==> src/dsl_pkg.sv <==
// Constants and types for the DDR strobe read polarity and leveling block
package dsl_pkg;

  // ----------------------------------------
  // Timing
  // ----------------------------------------
  localparam int CLK_PERIOD_NS = 20;
  localparam int STB_PERIOD_NS = 160;
  localparam int TM_W = 8;
  // Least time, rounded up to whole cycles
  localparam logic [TM_W-1:0] STB_HALF_CYC =
    TM_W'((STB_PERIOD_NS + 2 * CLK_PERIOD_NS - 1) / (2 * CLK_PERIOD_NS));
  localparam logic [TM_W-1:0] TM_ONE = 8'h01;
  localparam logic [TM_W-1:0] TM_ZERO = 8'h00;

  // ----------------------------------------
  // Widths
  // ----------------------------------------
  localparam int DLL_CODE_W = 7;
  localparam int WL_SET_W = 8;
  localparam int WL_STEP_W = 7;
  localparam int RCNT_W = 16;
  localparam int ADDR_W = 8;

  // ----------------------------------------
  // APB register map
  // ----------------------------------------
  localparam logic [ADDR_W-1:0] ADDR_CTRL = 8'h00;
  localparam logic [ADDR_W-1:0] ADDR_WLVL = 8'h04;
  localparam logic [ADDR_W-1:0] ADDR_STAT = 8'h08;
  localparam logic [ADDR_W-1:0] ADDR_RCNT = 8'h0c;
  localparam int CTRL_X2_BIT = 0;
  localparam logic CTRL_X2_RST = 1'b1;
  localparam logic [WL_SET_W-1:0] WLVL_RST = 8'h00;
  localparam int STAT_POL_BIT = 0;
  localparam int STAT_RBUSY_BIT = 1;
  localparam int STAT_WBUSY_BIT = 2;
  localparam int STAT_DLL_LSB = 8;
  localparam int STAT_WL_LSB = 16;

  // ----------------------------------------
  // Types
  // ----------------------------------------
  typedef struct packed {
    logic invert;
    logic [WL_STEP_W-1:0] step;
  } dsl_wlvl_s;

  typedef enum logic [1:0] {R_IDLE, R_WAIT, R_PRE, R_BURST} dsl_rd_e;
  typedef enum logic [2:0] {W_IDLE, W_DELAY, W_PRE, W_BURST, W_POST} dsl_wr_e;

endpackage

==> src/dsl_top.sv <==
// DDR strobe read polarity, read capture gearing and write leveling strobe
//
// The APB register port and the register offsets were decided locally.
`timescale 1ns/100ps
`default_nettype none

module dsl_top import dsl_pkg::*; #(
  parameter int DQ_W = 8,
  parameter int BURST_BEATS = 8,
  parameter int DLY_TAPS = 8
) (
  // Clock, reset, enable
  input wire logic CLK,
  input wire logic SYS_RST,
  input wire logic CE,
  // APB slave
  input wire logic PSEL,
  input wire logic PENABLE,
  input wire logic PWRITE,
  input wire logic [ADDR_W-1:0] PADDR,
  input wire logic [31:0] PWDATA,
  output logic [31:0] PRDATA,
  output logic PREADY,
  output logic PSLVERR,
  // DLL calibration
  input wire logic [DLL_CODE_W-1:0] DLL_CODE,
  // Strobe pin
  input wire logic DQS_I,
  output logic DQS_O,
  output logic DQS_OE_N,
  // Data pins
  input wire logic [DQ_W-1:0] DQ_I,
  output logic [DQ_W-1:0] DQ_O,
  output logic DQ_OE_N,
  // Fabric read side
  input wire logic RD_REQ,
  output logic [4*DQ_W-1:0] RD_DATA,
  output logic RD_VALID,
  output logic RD_BUSY,
  output logic READ_SYNC_CLOCK_POLARITY,
  output logic READ_STAGE_TRANSFER_LATCH,
  // Fabric write side
  input wire logic WR_REQ,
  input wire logic [BURST_BEATS*DQ_W-1:0] WR_DATA,
  output logic WR_BUSY
);

  // ----------------------------------------
  // Local sizes and state
  // ----------------------------------------
  localparam int TAP_W = $clog2(DLY_TAPS);
  localparam int WORD_W = 4 * DQ_W;
  localparam int PAIR_W = 2 * DQ_W;
  localparam int WBURST_W = BURST_BEATS * DQ_W;
  localparam int BEAT_W = $clog2(BURST_BEATS + 1);
  localparam logic [BEAT_W-1:0] BEAT_LAST = BEAT_W'(BURST_BEATS);
  localparam logic [BEAT_W-1:0] BEAT_ONE = BEAT_W'(1);

  typedef struct packed {
    logic [1:0] dqs_sync;
    logic [1:0][DQ_W-1:0] dq_sync;
    logic [DLY_TAPS-1:0] dly_line;
    logic dly_prev;
    logic phase;
    dsl_rd_e rd_st;
    logic pol;
    logic [BEAT_W-1:0] rbeat;
    logic pair_odd;
    logic [DQ_W-1:0] set1_rise;
    logic [DQ_W-1:0] set1_fall;
    logic [PAIR_W-1:0] set2;
    logic [WORD_W-1:0] pend;
    logic pend_v;
    logic [WORD_W-1:0] rd_data;
    logic rd_valid;
    logic latch;
    logic rd_busy;
    dsl_wr_e wr_st;
    logic [TM_W-1:0] tm;
    logic [BEAT_W-1:0] wbeat;
    logic [WBURST_W-1:0] wshift;
    logic dqs_o;
    logic dqs_oe_n;
    logic [DQ_W-1:0] dq_o;
    logic dq_oe_n;
    logic wr_busy;
    logic x2;
    dsl_wlvl_s wl_req;
    dsl_wlvl_s wl_act;
    logic [RCNT_W-1:0] rcnt;
    logic [31:0] prdata;
    logic pready;
    logic pslverr;
  } dsl_state_s;

  dsl_state_s s_ff;
  dsl_state_s nxt_s;

  // ----------------------------------------
  // Next state
  // ----------------------------------------
  always_comb begin
    logic tap;
    logic rise;
    logic fall;
    logic [DQ_W-1:0] dq;
    logic [PAIR_W-1:0] pair;
    tap = 1'b0;
    rise = 1'b0;
    fall = 1'b0;
    dq = '0;
    pair = '0;
    nxt_s = s_ff;
    // Pins pass two flops before any logic looks at them
    nxt_s.dqs_sync = {s_ff.dqs_sync[0], DQS_I};
    nxt_s.dq_sync = {s_ff.dq_sync[0], DQ_I};
    dq = s_ff.dq_sync[1];

    nxt_s.dly_line = {s_ff.dly_line[DLY_TAPS-2:0], s_ff.dqs_sync[1]};
    tap = s_ff.dly_line[DLL_CODE[TAP_W-1:0]];
    rise = tap && !s_ff.dly_prev;
    fall = !tap && s_ff.dly_prev;
    nxt_s.dly_prev = tap;
    nxt_s.phase = !s_ff.phase;

    // APB: answer prepared in setup, shown in access phase
    nxt_s.pready = 1'b0;
    nxt_s.pslverr = 1'b0;
    if (PSEL && !PENABLE && !s_ff.pready) begin
      nxt_s.pready = 1'b1;
      nxt_s.prdata = '0;
      case (PADDR)
        ADDR_CTRL: nxt_s.prdata[CTRL_X2_BIT] = s_ff.x2;
        ADDR_WLVL: nxt_s.prdata[WL_SET_W-1:0] = s_ff.wl_req;
        ADDR_STAT: begin
          nxt_s.prdata[STAT_POL_BIT] = s_ff.pol;
          nxt_s.prdata[STAT_RBUSY_BIT] = s_ff.rd_busy;
          nxt_s.prdata[STAT_WBUSY_BIT] = s_ff.wr_busy;
          nxt_s.prdata[STAT_DLL_LSB +: DLL_CODE_W] = DLL_CODE;
          nxt_s.prdata[STAT_WL_LSB +: WL_SET_W] = s_ff.wl_act;
        end
        ADDR_RCNT: nxt_s.prdata[RCNT_W-1:0] = s_ff.rcnt;
        default: nxt_s.pslverr = 1'b1;
      endcase
    end
    if (PSEL && PENABLE && s_ff.pready && PWRITE && !s_ff.pslverr) begin
      case (PADDR)
        ADDR_CTRL: nxt_s.x2 = PWDATA[CTRL_X2_BIT];
        ADDR_WLVL: nxt_s.wl_req = PWDATA[WL_SET_W-1:0];
        default: nxt_s.x2 = s_ff.x2;
      endcase
    end

    // sync stage fires only on the chosen phase
    nxt_s.rd_valid = 1'b0;
    nxt_s.latch = 1'b0;
    if (s_ff.pend_v && (s_ff.phase == s_ff.pol)) begin
      nxt_s.rd_data = s_ff.pend;
      nxt_s.rd_valid = 1'b1;
      nxt_s.pend_v = 1'b0;
    end

    // Read capture
    case (s_ff.rd_st)
      R_IDLE: begin
        if (RD_REQ && (s_ff.wr_st == W_IDLE)) begin
          nxt_s.rd_st = R_WAIT;
        end
      end
      R_WAIT: begin
        // strobe rests high, low marks preamble
        if (!tap) begin
          nxt_s.rd_st = R_PRE;
        end
      end
      R_PRE: begin
        if (rise) begin
          nxt_s.pol = s_ff.phase;
          nxt_s.set1_rise = dq;
          nxt_s.rbeat = BEAT_ONE;
          nxt_s.pair_odd = 1'b0;
          nxt_s.rd_st = R_BURST;
        end
      end
      R_BURST: begin
        if (rise) begin
          nxt_s.set1_rise = dq;
          nxt_s.rbeat = s_ff.rbeat + BEAT_ONE;
        end
        if (fall) begin
          nxt_s.set1_fall = dq;
          nxt_s.rbeat = s_ff.rbeat + BEAT_ONE;
          pair = {dq, s_ff.set1_rise};
          if (!s_ff.x2) begin
            nxt_s.pend = WORD_W'(pair);
            nxt_s.pend_v = 1'b1;
          end else if (!s_ff.pair_odd) begin
            nxt_s.set2 = pair;
            nxt_s.latch = 1'b1;
            nxt_s.pair_odd = 1'b1;
          end else begin
            nxt_s.pend = {pair, s_ff.set2};
            nxt_s.pend_v = 1'b1;
            nxt_s.pair_odd = 1'b0;
          end
          if ((s_ff.rbeat + BEAT_ONE) == BEAT_LAST) begin
            nxt_s.rd_st = R_IDLE;
            nxt_s.rcnt = s_ff.rcnt + RCNT_W'(1);
          end
        end
      end
      default: nxt_s.rd_st = R_IDLE;
    endcase

    // Write strobe and data
    case (s_ff.wr_st)
      W_IDLE: begin
        // new setting applied only between bursts
        nxt_s.wl_act = s_ff.wl_req;
        if (WR_REQ && (nxt_s.rd_st == R_IDLE)) begin
          nxt_s.wshift = WR_DATA;
          nxt_s.tm = TM_W'(s_ff.wl_req.step) + (s_ff.wl_req.invert ? STB_HALF_CYC : TM_ZERO);
          nxt_s.wr_st = W_DELAY;
        end
      end
      W_DELAY: begin
        if (s_ff.tm == TM_ZERO) begin
          nxt_s.dqs_oe_n = 1'b0;
          nxt_s.dqs_o = 1'b0;
          nxt_s.tm = STB_HALF_CYC + STB_HALF_CYC - TM_ONE;
          nxt_s.wr_st = W_PRE;
        end else begin
          nxt_s.tm = s_ff.tm - TM_ONE;
        end
      end
      W_PRE: begin
        if (s_ff.tm == TM_ZERO) begin
          // write gearing, one beat per half period
          nxt_s.dqs_o = 1'b1;
          nxt_s.dq_oe_n = 1'b0;
          nxt_s.dq_o = s_ff.wshift[DQ_W-1:0];
          nxt_s.wshift = s_ff.wshift >> DQ_W;
          nxt_s.wbeat = BEAT_ONE;
          nxt_s.tm = STB_HALF_CYC - TM_ONE;
          nxt_s.wr_st = W_BURST;
        end else begin
          nxt_s.tm = s_ff.tm - TM_ONE;
        end
      end
      W_BURST: begin
        if (s_ff.tm != TM_ZERO) begin
          nxt_s.tm = s_ff.tm - TM_ONE;
        end else if (s_ff.wbeat == BEAT_LAST) begin
          nxt_s.dqs_o = 1'b0;
          nxt_s.dq_oe_n = 1'b1;
          nxt_s.tm = STB_HALF_CYC - TM_ONE;
          nxt_s.wr_st = W_POST;
        end else begin
          nxt_s.dqs_o = !s_ff.dqs_o;
          nxt_s.dq_o = s_ff.wshift[DQ_W-1:0];
          nxt_s.wshift = s_ff.wshift >> DQ_W;
          nxt_s.wbeat = s_ff.wbeat + BEAT_ONE;
          nxt_s.tm = STB_HALF_CYC - TM_ONE;
        end
      end
      W_POST: begin
        if (s_ff.tm == TM_ZERO) begin
          nxt_s.dqs_oe_n = 1'b1;
          nxt_s.wr_st = W_IDLE;
        end else begin
          nxt_s.tm = s_ff.tm - TM_ONE;
        end
      end
      default: nxt_s.wr_st = W_IDLE;
    endcase
    nxt_s.rd_busy = (nxt_s.rd_st != R_IDLE);
    nxt_s.wr_busy = (nxt_s.wr_st != W_IDLE);
  end

  // ----------------------------------------
  // State register
  // ----------------------------------------
  // Clock enable low freezes everything, synchronisers included
  always_ff @(posedge CLK) begin
    if (SYS_RST) begin
      s_ff <= '0;
      s_ff.dqs_sync <= '1;
      s_ff.dly_line <= '1;
      s_ff.dqs_oe_n <= 1'b1;
      s_ff.dq_oe_n <= 1'b1;
      s_ff.x2 <= CTRL_X2_RST;
      s_ff.wl_req <= WLVL_RST;
      s_ff.wl_act <= WLVL_RST;
    end else if (CE) begin
      s_ff <= nxt_s;
    end
  end

  // ----------------------------------------
  // Outputs
  // ----------------------------------------
  assign PRDATA = s_ff.prdata;
  assign PREADY = s_ff.pready;
  assign PSLVERR = s_ff.pslverr;
  assign DQS_O = s_ff.dqs_o;
  assign DQS_OE_N = s_ff.dqs_oe_n;
  assign DQ_O = s_ff.dq_o;
  assign DQ_OE_N = s_ff.dq_oe_n;
  assign RD_DATA = s_ff.rd_data;
  assign RD_VALID = s_ff.rd_valid;
  assign RD_BUSY = s_ff.rd_busy;
  assign READ_SYNC_CLOCK_POLARITY = s_ff.pol;
  assign READ_STAGE_TRANSFER_LATCH = s_ff.latch;
  assign WR_BUSY = s_ff.wr_busy;
endmodule
`default_nettype wire

==> config.mk <==
export PLATFORM = sky130hd
export DESIGN_NAME = dsl_top
export DESIGN_NICKNAME = d
export VERILOG_FILES = /design/src/dsl_pkg.sv /design/src/dsl_top.sv
export SDC_FILE = /design/constraint.sdc
export NUM_CORES = 1
export LEC_CHECK = 0
export CORE_MARGIN = 3
export CORE_UTILIZATION = 55
export DETAILED_ROUTE_END_ITERATION = 8
export DONT_BUFFER_PORTS = 1
export PLACE_DENSITY = 0.72
export SYNTH_ARGS = -nofsm -noshare
export SYNTH_HDL_FRONTEND = slang
export SYNTH_SLANG_ARGS = --single-unit
==> constraint.sdc <==
create_clock -name CLK -period 3.83 [get_ports CLK]
set_input_delay 0.1915 -clock CLK [delete_from_list [all_inputs] [get_ports CLK]]
set_output_delay 0.1915 -clock CLK [all_outputs]
set_load 0.005 [all_outputs]
After elaboration in Yosys (flattened, before gate mapping)
Cells that the tools add are included.
Operators by class
  $lt $le $gt $ge: 1
  multipliers: 0
  bitwise logic cells: 1
  reduce and logical (&&, ||, !) cells: 51
  div/mod/pow operators: 0
  multiplexer cells: 59
  equal/unequal tests: 27
  shift operators: 0
  add/sub/neg operators: 5
Operator list (count)
  64-bit case mux with 3 select lines: 1
  69-bit two-way mux: 2
  68-bit two-way mux: 1
  33-bit two-way mux: 2
  64-bit two-way mux: 1
  8-bit two-way mux: 7
  8-bit case mux with 5 select lines: 1
  34-bit two-way mux: 1
  13-bit case mux with 2 select lines: 1
  5-bit AND reduction: 5
  4-bit AND reduction: 6
  2-bit inequality test (second input constant): 11
  3-bit two-way mux: 6
  9-bit two-way mux: 2
  9-bit case mux with 2 select lines: 1
  16-bit by 1-bit adder with 16-bit output (second input constant): 1
  8-bit by 4-bit equality test with 1-bit output (second input constant): 2
  8-bit zero test: 2
  16-bit two-way mux: 1
  3-bit case mux with 5 select lines: 1
  7-bit case mux with 2 select lines: 1
  1-bit two-way mux: 13
  2-bit two-way mux: 6
  1-bit logical AND: 11
  37 further kinds: 58
Word-level totals
  output and inout bits: 82
  memories kept: 0
  RAM bits: 0
  memory bits (read-only): 0
  latch bits: 0
  input port bits: 128
  register bits after elaboration: 278
  word-level logic and storage cells: 180

Logic depth before layout (Yosys ltp)
Gate-level depths: netlist of run 1.
  word-level depth: 11
  depth in mapped cells: 10

Worst setup path after synthesis of run 1
OpenSTA, ideal clock, no wires.
  kind: register -> register
  start point: reg s_ff (netlist bit nxt_s[275])
  end point: reg s_ff[128] (netlist name)
  library setup time: 133 ps
  slack: 1211 ps
  period minus slack after synthesis: 2619 ps
  cell stages (with the launch flop): 11
  path buffers: 2
  data required time: 3697 ps
  data arrival time: 2486 ps
  cell sequence: dfxtp_1 mux4_2 mux2i_1 ha_1 nand2_1 a2111o_1 a31oi_2 and2_1 buf_4 buf_2 a311oi_1
On the way
  longest elaborated chain between the ends: 10
  elaborated cells on any way between the ends: 13
Ends and longest elaborated chain
  from (decl): line dsl_top.sv:96  | dsl_state_s s_ff;
  from (signal assigned): line dsl_top.sv:295  | s_ff <= nxt_s;
  1-bit binary-select mux with 3-bit select *: line dsl_top.sv:120  | tap = s_ff.dly_line[DLL_CODE[TAP_W-1:0]];
  1-bit two-way mux (implied by the code) *: line dsl_top.sv:120
  1-bit zero test
  1-bit logical AND: line dsl_top.sv:122  | fall = !tap && s_ff.dly_prev;
  2-bit two-way mux: line dsl_top.sv:190  | if (fall) begin
  2-bit case mux with 4 select lines *: line dsl_top.sv:164  | case (s_ff.rd_st)
  2-bit zero test *: line dsl_top.sv:220  | if (WR_REQ && (nxt_s.rd_st == R_IDLE)) begin
  1-bit logical AND *: line dsl_top.sv:220
  2-bit by 1-bit inequality test with 1-bit output (no source line) *
  6-bit AND reduction (no source line) *
Every way passes the cells marked *; elsewhere a longest branch is shown, timed or not. The select of a mux whose other input is x is not followed.
A chain may end at the register's enable or synchronous reset.

Worst setup path after layout of run 1
  start point: reg s_ff (netlist bit nxt_s[272])
  end point: reg s_ff[129] (netlist name)
Same word-level chain as after synthesis.

==> results.json, run 1 <==
{
  "status": "complete, no violations",
  "slew_headroom": 0.224,
  "min-delay-start": "CE",
  "ios": 210,
  "htree_levels": 1,
  "initial_core_util": 0.569,
  "tightestPinTransition_ns": 1.16,
  "grt_first_pass_wirelength_um": 50300,
  "cts_tree": "done",
  "ir_drop_mv": 0.395,
  "min_path_type": "in -> reg",
  "clockBufferDepth": 3,
  "end_kind": "flip-flop",
  "wire_per_inst_um": 17.8,
  "tns_ns": 0,
  "ant_nets": 0,
  "fmax_mhz": 281,
  "setup_viol": 0,
  "core-area_um2": 21400,
  "dieArea_um2": 24000,
  "worstSetupPathType": "reg -> reg",
  "start_kind": "flip-flop",
  "dr.pass1.iters": 5,
  "drive_gt1_frac": 0.0585,
  "antenna_found_initial": 1,
  "gp_congestion": 0.853,
  "total_power_w": 0.00649,
  "grt_util_all_layers": 0.247,
  "required_ns": 4.27,
  "dp_cells": 1567,
  "drcViolationCount": 0,
  "grt_max_degree": 213,
  "hold_viol": 0,
  "ys_warn_count": 0,
  "period_needed_ns": 3.56,
  "ys_seq_area_frac": 0.456,
  "rows": 53,
  "path_clk_slew_ns": 0.06,
  "io_buffers": 0,
  "synth_seq_cells": 278,
  "wirelength_um": 31100,
  "startpoint": "nxt_s[272]$_SDFFE_PP1P_",
  "clockRootBuffer": "clkbuf_16",
  "area_delta_synth_final_pct": 14.5,
  "cap_violations": 0,
  "clk_latency_ns": 0.55,
  "r2r_start": "nxt_s[272]$_SDFFE_PP1P_",
  "grt_pass1_vias": 9979,
  "synth.top_cell.area_share": 0.456,
  "drv_slew": 0,
  "syn_avg_cell_area_um2": 8.41,
  "async_reset_ff_frac": 0,
  "hpwlAfterDp_um": 17900,
  "yosysTopAreaCell": "dfxtp_1",
  "synth_edf_count": 0,
  "stdcell_count": 1745,
  "skew_ns": 0.0121,
  "yosysUniqueCellTypes": 64,
  "cellPowerDensity_nw_per_um2": 465,
  "cts_inserted_buffers": 30,
  "via_per_inst": 5.96,
  "rsz0062_at_grt": "false",
  "yosysMostFrequentCell": "nand2_1",
  "crit_arrival_ns": 4.00,
  "crit_fanout": 18,
  "drt_iter0_drc": 712,
  "leakagePower_nw": 5.30,
  "synthCells": 1450,
  "overflow": 0,
  "post-cts-setup-buffer-count": 0,
  "yosys-top-cells-area": "dfxtp_1 46%, nand2_1 8.9%, a21oi_1 6.7%",
  "finalCritPeriodShare": 0.931,
  "die_h_um": 155,
  "netlist_area_um2": 12200,
  "die_width_um": 155,
  "synth-main-ff-cell": "dfxtp_1",
  "synth_top_cells_by_count": "289 x nand2_1, 278 x dfxtp_1, 162 x a21oi_1",
  "final_nets": 1584,
  "clock-sinks": 278,
  "vias": 10400
}
## path summary, 6_finish.rpt
path	cells past startpoint	endpoint	slack, ns
max	11	s_ff[129]$_SDFFE_PP0P_	0.27
min	3	s_ff[258]$_SDFFE_PP0P_	0.02
max reg2reg	11	s_ff[129]$_SDFFE_PP0P_	0.27
min reg2reg	2	s_ff[235]$_SDFFE_PP0P_	0.45
## worst max-delay path, stage by stage (launching register included)
cell,delay (ns)
dfxtp_1,0.32
mux4_2,0.47
mux2i_1,0.15
buf_4,0.17
ha_1,0.24
nand2_1,0.07
a2111o_1,0.44
a31oi_4,0.25
and2_2,0.33
buf_4,0.29
a311oi_1,0.14
dlygate4sd3_1,0.58
## report_power, final
group	internal [W]	switching, W	leakage [nW]
logic	0.000238	0.000334	2.57
registers	0.00299	0.0000789	2.25
clock network	0.00167	0.00118	0.479
## kinds of logic after synthesis
family	count (synthesis)	share of synthesized area
XOR/XNOR	20	0.0144
other	1	0.000308
adder cells (fa/ha/maj)	9	0.00924
buffers and inverters	193	0.0878
AND/OR/NAND/NOR	540	0.190
AO/OA/AOI/OAI	343	0.185
flip-flops	278	0.456
multiplexers	66	0.0567
## through the flow
step | utilization | hold WS [ns] | area, um^2 | setup WS [ns]
after floorplan | - | 0.317 | 12200 | 1.21
after global placement | 0.547 | 0.302 | 11700 | 0.920
after detailed placement | 0.547 | 0.298 | 11700 | 0.855
after CTS | 0.652 | 0.000518 | 14000 | 0.309
after global routing | 0.652 | 0.0463 | 14000 | 0.112
final | 0.652 | 0.0208 | 14000 | 0.265
## cell usage in the layout (no fill, tap or decap), drive strengths merged, types with 9 or more instances in the layout
master	synthesis	routed
a21oi	162	162
a221oi	26	26
a22oi	25	25
a311oi	57	57
buf	102	17
clkbuf	78	42
dfxtp	278	278
dlygate4sd3	0	121
ha	9	9
inv	11	13
mux2i	60	60
nand2	289	289
nand3	26	26
nand4	11	11
nor2	131	131
nor3	27	27
o21ai	30	30
xnor2	9	9
xor2	11	11
## state kept, by name (all words and copies together), names as in the netlist, 8 cells and up
signal / cells
s_ff: 187
RD_DATA: 32
PRDATA: 24
nxt_s: 17
DQ_O: 8
## area by class of cell
class	instances	area, um^2
antenna	1	2.50
clock buffer	42	877
clock inverter	12	108
fill	1736	7460
inverter	13	48.8
multi-input combinational	986	5610
sequential	278	5570
tap	275	344
timing repair buffer	138	1400
## metal layers
layer | GRT usage | vias up | share of wire
met5 | 0 | - | 0
met4 | 0.0753 | 0 | 0.027
met3 | 0.0523 | 77 | 0.068
met2 | 0.422 | 354 | 0.49
met1 | 0.316 | 4929 | 0.42
li1 | - | 5032 | -
## what timing repair did
| item | CTS | global route |
|---|---|---|
| resized for setup | 0 | 0 |
| hold buffers | 123 | 0 |
| hold endpoints to repair | 273 | 0 |
| setup endpoints to repair | 0 | 0 |
Power figures use the tool's default switching activity.
==> inputs of run 2 (changes only) <==
--- a/config.mk
+++ b/config.mk
@@ -9,7 +9,8 @@
 export CORE_UTILIZATION = 55
 export DETAILED_ROUTE_END_ITERATION = 8
 export DONT_BUFFER_PORTS = 1
-export PLACE_DENSITY = 0.72
+export PLACE_DENSITY = 0.75
+export RECOVER_POWER = 50
 export SYNTH_ARGS = -nofsm -noshare
 export SYNTH_HDL_FRONTEND = slang
 export SYNTH_SLANG_ARGS = --single-unit
==> run 2 against run 1 <==
Sequential share of layout area increased by 0.76 points. Count of clock-buffer cells in the layout grew 3. First-iteration DRC count rose by 31%. Sequential power about the same. Setup slack lost 0.016 ns. Largest power group unchanged. Clock power is 4% lower. Clock skew increased by 0.0037 ns. Critical endpoint is now s_ff[103]$_SDFFE_PP0P_. Critical path depth unchanged. Largest cell class unchanged. Via count shrank 0.97%. Routed wire length decreased by 0.65%. Critical path type unchanged.
==> results.json, run 2 (same netlist as run 1, synthesis figures left out) <==
{
  "status": "complete, no violations",
  "drive_gt1_frac": 0.0546,
  "crit_family": "buffers and inverters",
  "antenna_found_initial": 1,
  "hold_end": "PRDATA[1]$_SDFFE_PP0P_",
  "ios": 210,
  "crit_buf_inv": 3,
  "clk_latency_ns": 0.55,
  "grt_util_all_layers": 0.245,
  "dr.pass1.iters": 5,
  "drv_slew": 0,
  "gp_congestion": 0.847,
  "layout_common_cells": "289 x nand2_1, 278 x dfxtp_1, 162 x a21oi_1",
  "clockRootBuffer": "clkbuf_16",
  "leakagePower_nw": 5.17,
  "clockBufferDepth": 3,
  "slowest_delay_ns": 0.59,
  "die_width_um": 155,
  "cts_tree": "done",
  "regMostFlops": "s_ff",
  "crit_slowest_cell": "dlygate4sd3_1",
  "tns_ns": 0,
  "final_common_cell": "nand2_1",
  "cellPowerDensity_nw_per_um2": 466,
  "drt_iter0_drc": 930,
  "largest_reg_flops": 187,
  "vias": 10300,
  "met3_usage": 0.0476,
  "grt_first_pass_wirelength_um": 49400,
  "final_nets": 1563,
  "ff2ff_path_depth": 11,
  "rsz0062_at_grt": "false",
  "start_kind": "flip-flop",
  "grt.busiest_layer": "met2",
  "r2r_end": "s_ff[103]$_SDFFE_PP0P_",
  "skew_ns": 0.0158,
  "crit_arrival_ns": 4.01,
  "multiInputGateArea_um2": 5610,
  "grtUsageMet1": 0.322,
  "drcViolationCount": 0,
  "hold_viol": 0,
  "whs_path_depth": 4,
  "wirelength_um": 30900,
  "clock-sinks": 278,
  "required_ns": 4.26,
  "rrSetupSlack_ns": 0.25,
  "end_kind": "flip-flop",
  "path_cells": "mux4_2 -> mux2i_1 -> buf_4 -> ha_1 -> nand2_1 -> a2111o_1 -> a31oi_4 -> and2_2 -> buf_12 -> a311oi_1 -> dlygate4sd3_1",
  "cts_resized": 0,
  "min_path_type": "in -> reg",
  "core-area_um2": 21400,
  "min-delay-start": "PADDR[2]",
  "rows": 53,
  "htree_levels": 1,
  "via_per_inst": 5.97,
  "path_clk_slew_ns": 0.06,
  "crit_fanout": 56,
  "period_needed_ns": 3.58,
  "area_delta_synth_final_pct": 12.4,
  "post-cts-setup-buffer-count": 0,
  "seqCellArea_um2": 5570,
  "utilization": 0.640,
  "initial_core_util": 0.569,
  "setup_viol": 0,
  "die_h_um": 155,
  "hpwlAfterDp_um": 17900,
  "ir_drop_mv": 0.292,
  "dieArea_um2": 24000,
  "finalCritPeriodShare": 0.935,
  "slew_headroom": 0.209,
  "io_buffers": 0,
  "tightestPinTransition_ns": 1.18,
  "cap_violations": 0,
  "cts_inserted_buffers": 30,
  "fmax_mhz": 279,
  "grt_pass1_vias": 9731,
  "grt_use_met2": 0.401,
  "fillers": 1765,
  "r2r_start": "nxt_s[275]$_SDFFE_PP1P_",
  "wire_per_inst_um": 17.9,
  "ant_nets": 0,
  "worstSetupPathType": "reg -> reg",
  "overflow": 0,
  "grt_max_degree": 213
}
-- run 2: how the worst max path moves through the flow --
stage | endpoint | from | cells past startpoint
finish | s_ff[103]$_SDFFE_PP0P_ | nxt_s[275]$_SDFFE_PP1P_ | 11
global route | s_ff[103]$_SDFFE_PP0P_ | nxt_s[274]$_SDFFE_PP1P_ | 11
detailed placement | s_ff[90]$_SDFFE_PP0P_ | nxt_s[272]$_SDFFE_PP1P_ | 10
floorplan | s_ff[128]$_SDFFE_PP0P_ | nxt_s[275]$_SDFFE_PP1P_ | 10
CTS | s_ff[117]$_SDFFE_PP0P_ | nxt_s[272]$_SDFFE_PP1P_ | 11
global placement | s_ff[80]$_SDFFE_PP0P_ | nxt_s[273]$_SDFFE_PP1P_ | 10
-- run 2: report_power, final --
| part | internal [W] | leakage, nW | switching [W] | total [W] |
|---|---|---|---|---|
| Sequential | 0.00299 | 2.25 | 0.0000777 | 0.00307 |
| Clock | 0.00157 | 0.452 | 0.00115 | 0.00272 |
| Combinational | 0.000257 | 2.46 | 0.000338 | 0.000596 |
| Total | 0.00482 | 5.17 | 0.00157 | 0.00639 |
-- run 2: worst reg2reg max path: cells and delay by family (launching register included) --
| family | cells | cell delay (ns) |
|---|---|---|
| flops | 1 | 0.32 |
| mux | 2 | 0.61 |
| simple gates | 2 | 0.39 |
| compound gates | 3 | 0.86 |
| buf+inv | 3 | 1.06 |
| fa+ha+maj | 1 | 0.23 |
-- run 2: repair_timing --
| action | in CTS | in global routing |
|---|---|---|
| hold endpoints to repair | 273 | 0 |
| hold buffers | 103 | 0 |
| setup endpoints to repair | 0 | 0 |
-- run 2: cell type report --
cell class	instances	share of cell area
diodes	1	0.000183
clock buffers	45	0.0641
clock inverters	8	0.00329
inverters	13	0.00356
multi-input cells	986	0.410
flip-flops and latches	278	0.406
well taps	275	0.0251
repair buffers	117	0.0879
-- run 2: per-layer routing --
metal | part of all wire | vias to the layer above | routed length (um)
met2 | 0.48 | 374 | 14700
met4 | 0.036 | 0 | 1100
li1 | - | 4983 | -
met3 | 0.068 | 89 | 2090
met5 | 0 | - | 0
met1 | 0.42 | 4845 | 12900
-- run 2: through the flow --
step                      cell area (um^2)  power (W)  worst slack, ns  hold WS [ns]  std cells
final                                13700    0.00639            0.249        0.0254       1723
after global routing                 13700    0.00661            0.115        0.0345       1723
after CTS                            13700    0.00640            0.321       0.00291       1722
after detailed placement             11700    0.00355            0.880         0.299       1566
after global placement               11700    0.00354            0.904         0.303       1566
after floorplan                      12200    0.00353             1.21         0.317       1457
==> inputs of run 3 (changes only) <==
--- a/config.mk
+++ b/config.mk
@@ -9,7 +9,7 @@
 export CORE_UTILIZATION = 55
 export DETAILED_ROUTE_END_ITERATION = 8
 export DONT_BUFFER_PORTS = 1
-export PLACE_DENSITY = 0.75
+export PLACE_DENSITY = 0.68
 export RECOVER_POWER = 50
 export SYNTH_ARGS = -nofsm -noshare
 export SYNTH_HDL_FRONTEND = slang
==> run 3 against run 2 <==
The run now ends with capacitance limit, slew limit left. Global-route usage shrank 0.42 points. Die area stayed put. Utilization grew 0.33 points. Largest power group unchanged.
==> results.json, run 3 (same netlist as run 1, synthesis figures left out) <==
{
  "status": "complete, but fails checks",
  "violations": "capacitance limit, slew limit",
  "wire_per_inst_um": 17.5,
  "crit_fanout": 52,
  "initial_core_util": 0.569,
  "grt_max_degree": 213,
  "tns_ns": 0,
  "regMostFlops": "s_ff",
  "ir_drop_mv": 0.294,
  "clock-sinks": 278,
  "layout_common_cells": "289 x nand2_1, 278 x dfxtp_1, 162 x a21oi_1",
  "clockBufferDepth": 3,
  "die_h_um": 155,
  "cts_tree": "done",
  "drcViolationCount": 0,
  "wirelength_um": 30200,
  "fillers": 1860,
  "antenna_found_initial": 1,
  "path_cells": "mux4_2 -> mux2i_1 -> buf_4 -> ha_1 -> nand2_1 -> a2111o_1 -> a31oi_4 -> and2_2 -> buf_12 -> a311oi_1 -> dlygate4sd3_1",
  "drv_slew": 213,
  "cts_inserted_buffers": 29,
  "via_per_inst": 5.90,
  "setup_viol": 0,
  "crit_slowest_cell": "dlygate4sd3_1",
  "cap_violations": 1,
  "dr.pass1.iters": 6,
  "stdcell_count": 1733,
  "fin_hold_ws_ns": 0.0502,
  "clk_latency_ns": 0.53,
  "grt_pass1_vias": 9751,
  "rows": 53,
  "vias": 10200,
  "final_nets": 1573,
  "start_kind": "flip-flop",
  "dp_cells": 1567,
  "io_buffers": 0,
  "ant_nets": 0,
  "required_ns": 4.24,
  "worstSetupPathType": "reg -> reg",
  "largest_reg_flops": 187,
  "ios": 210,
  "drt_iter0_drc": 758,
  "min_path_type": "in -> reg",
  "fmax_mhz": 276,
  "crit_arrival_ns": 4.04,
  "clockRootBuffer": "clkbuf_16",
  "path_clk_slew_ns": 0.06,
  "cts_resized": 0,
  "slew_headroom": -0.625,
  "area_delta_synth_final_pct": 13.0,
  "htree_levels": 1,
  "hpwlAfterDp_um": 17700,
  "leakagePower_nw": 5.21,
  "skew_ns": 0.0108,
  "overflow": 0,
  "final_common_cell": "nand2_1",
  "slowest_delay_ns": 0.59,
  "hold_viol": 0,
  "tightestPinTransition_ns": 2.44,
  "drive_gt1_frac": 0.0522,
  "period_needed_ns": 3.63,
  "cellPowerDensity_nw_per_um2": 464,
  "core-area_um2": 21400,
  "gp_congestion": 0.815,
  "dieArea_um2": 24000,
  "rrSetupSlack_ns": 0.20,
  "grt_util_all_layers": 0.240,
  "finalCritPeriodShare": 0.947,
  "die_width_um": 155,
  "end_kind": "flip-flop",
  "grt_first_pass_wirelength_um": 49300,
  "rsz0062_at_grt": "false"
}
## run 3: changes by cell type in the layout (fill, tap and decap cells not counted), moves of 2 or more
| cell | previous run | this run |
|---|---|---|
| bufinv_16 | 0 | 2 |
| dlygate4sd3_1 | 101 | 111 |
| clkbuf_16 | 31 | 29 |
| clkinv_2 | 6 | 4 |
## run 3: timing repair
action	CTS	global route
hold buffers	113	0
buffers inserted	0	0
endpoints found under the hold margin	273	0
## run 3: path summary, 6_finish.rpt
path         depth (start not counted)                     from                       to
max                                 11  nxt_s[275]$_SDFFE_PP1P_   s_ff[105]$_SDFFE_PP0P_
min                                  4                 PADDR[0]     PSLVERR$_SDFFE_PP0P_
max reg2reg                         11  nxt_s[275]$_SDFFE_PP1P_   s_ff[105]$_SDFFE_PP0P_
min reg2reg                          2   s_ff[198]$_SDFFE_PP0P_  RD_DATA[4]$_SDFFE_PP0P_
## run 3: area by class of cell
cell class	count	area, um^2	area share
repair buffers	128	1280	0.0928
flip-flops and latches	278	5570	0.404
diodes	1	2.50	0.000182
clock buffers	45	846	0.0614
multi-input cells	986	5600	0.407
well taps	275	344	0.0250
clock inverters	7	87.6	0.00636
inverters	13	48.8	0.00354
## run 3: stage by stage
stage / setup WS [ns] / power (W) / instance area, um^2 / util
after global routing: 0.0335 / 0.00664 / 13800 / 0.643
after global placement: 0.857 / 0.00354 / 11700 / 0.547
after floorplan: 1.21 / 0.00353 / 12200 / -
final: 0.201 / 0.00640 / 13800 / 0.643
after CTS: 0.283 / 0.00645 / 13800 / 0.645
after detailed placement: 0.830 / 0.00355 / 11700 / 0.547
## run 3: report_power, final
| part | switching, W | leakage (nW) | internal, W |
|---|---|---|---|
| combinational | 0.000329 | 2.50 | 0.000238 |
| clock | 0.00112 | 0.456 | 0.00164 |
| sequential | 0.0000758 | 2.25 | 0.00299 |
| total | 0.00152 | 5.21 | 0.00487 |
## run 3: critical path, delay by kind of cell (launching register included)
| kind | cells | cell delay, ns |
|---|---|---|
| buffers and inverters | 3 | 1.04 |
| AOI/OAI and AO/OA | 3 | 0.82 |
| muxes | 2 | 0.62 |
| and+or+nand+nor | 2 | 0.44 |
| DFF | 1 | 0.32 |
| adders and majority gates | 1 | 0.23 |
## run 3: routing by layer
metal  share of wire  vias up  global-route usage
li1                -     4994                   -
met1            0.43     4845               0.327
met2            0.47      328               0.388
met3           0.074       57              0.0473
met4           0.026        0              0.0736
met5               0        -                   0
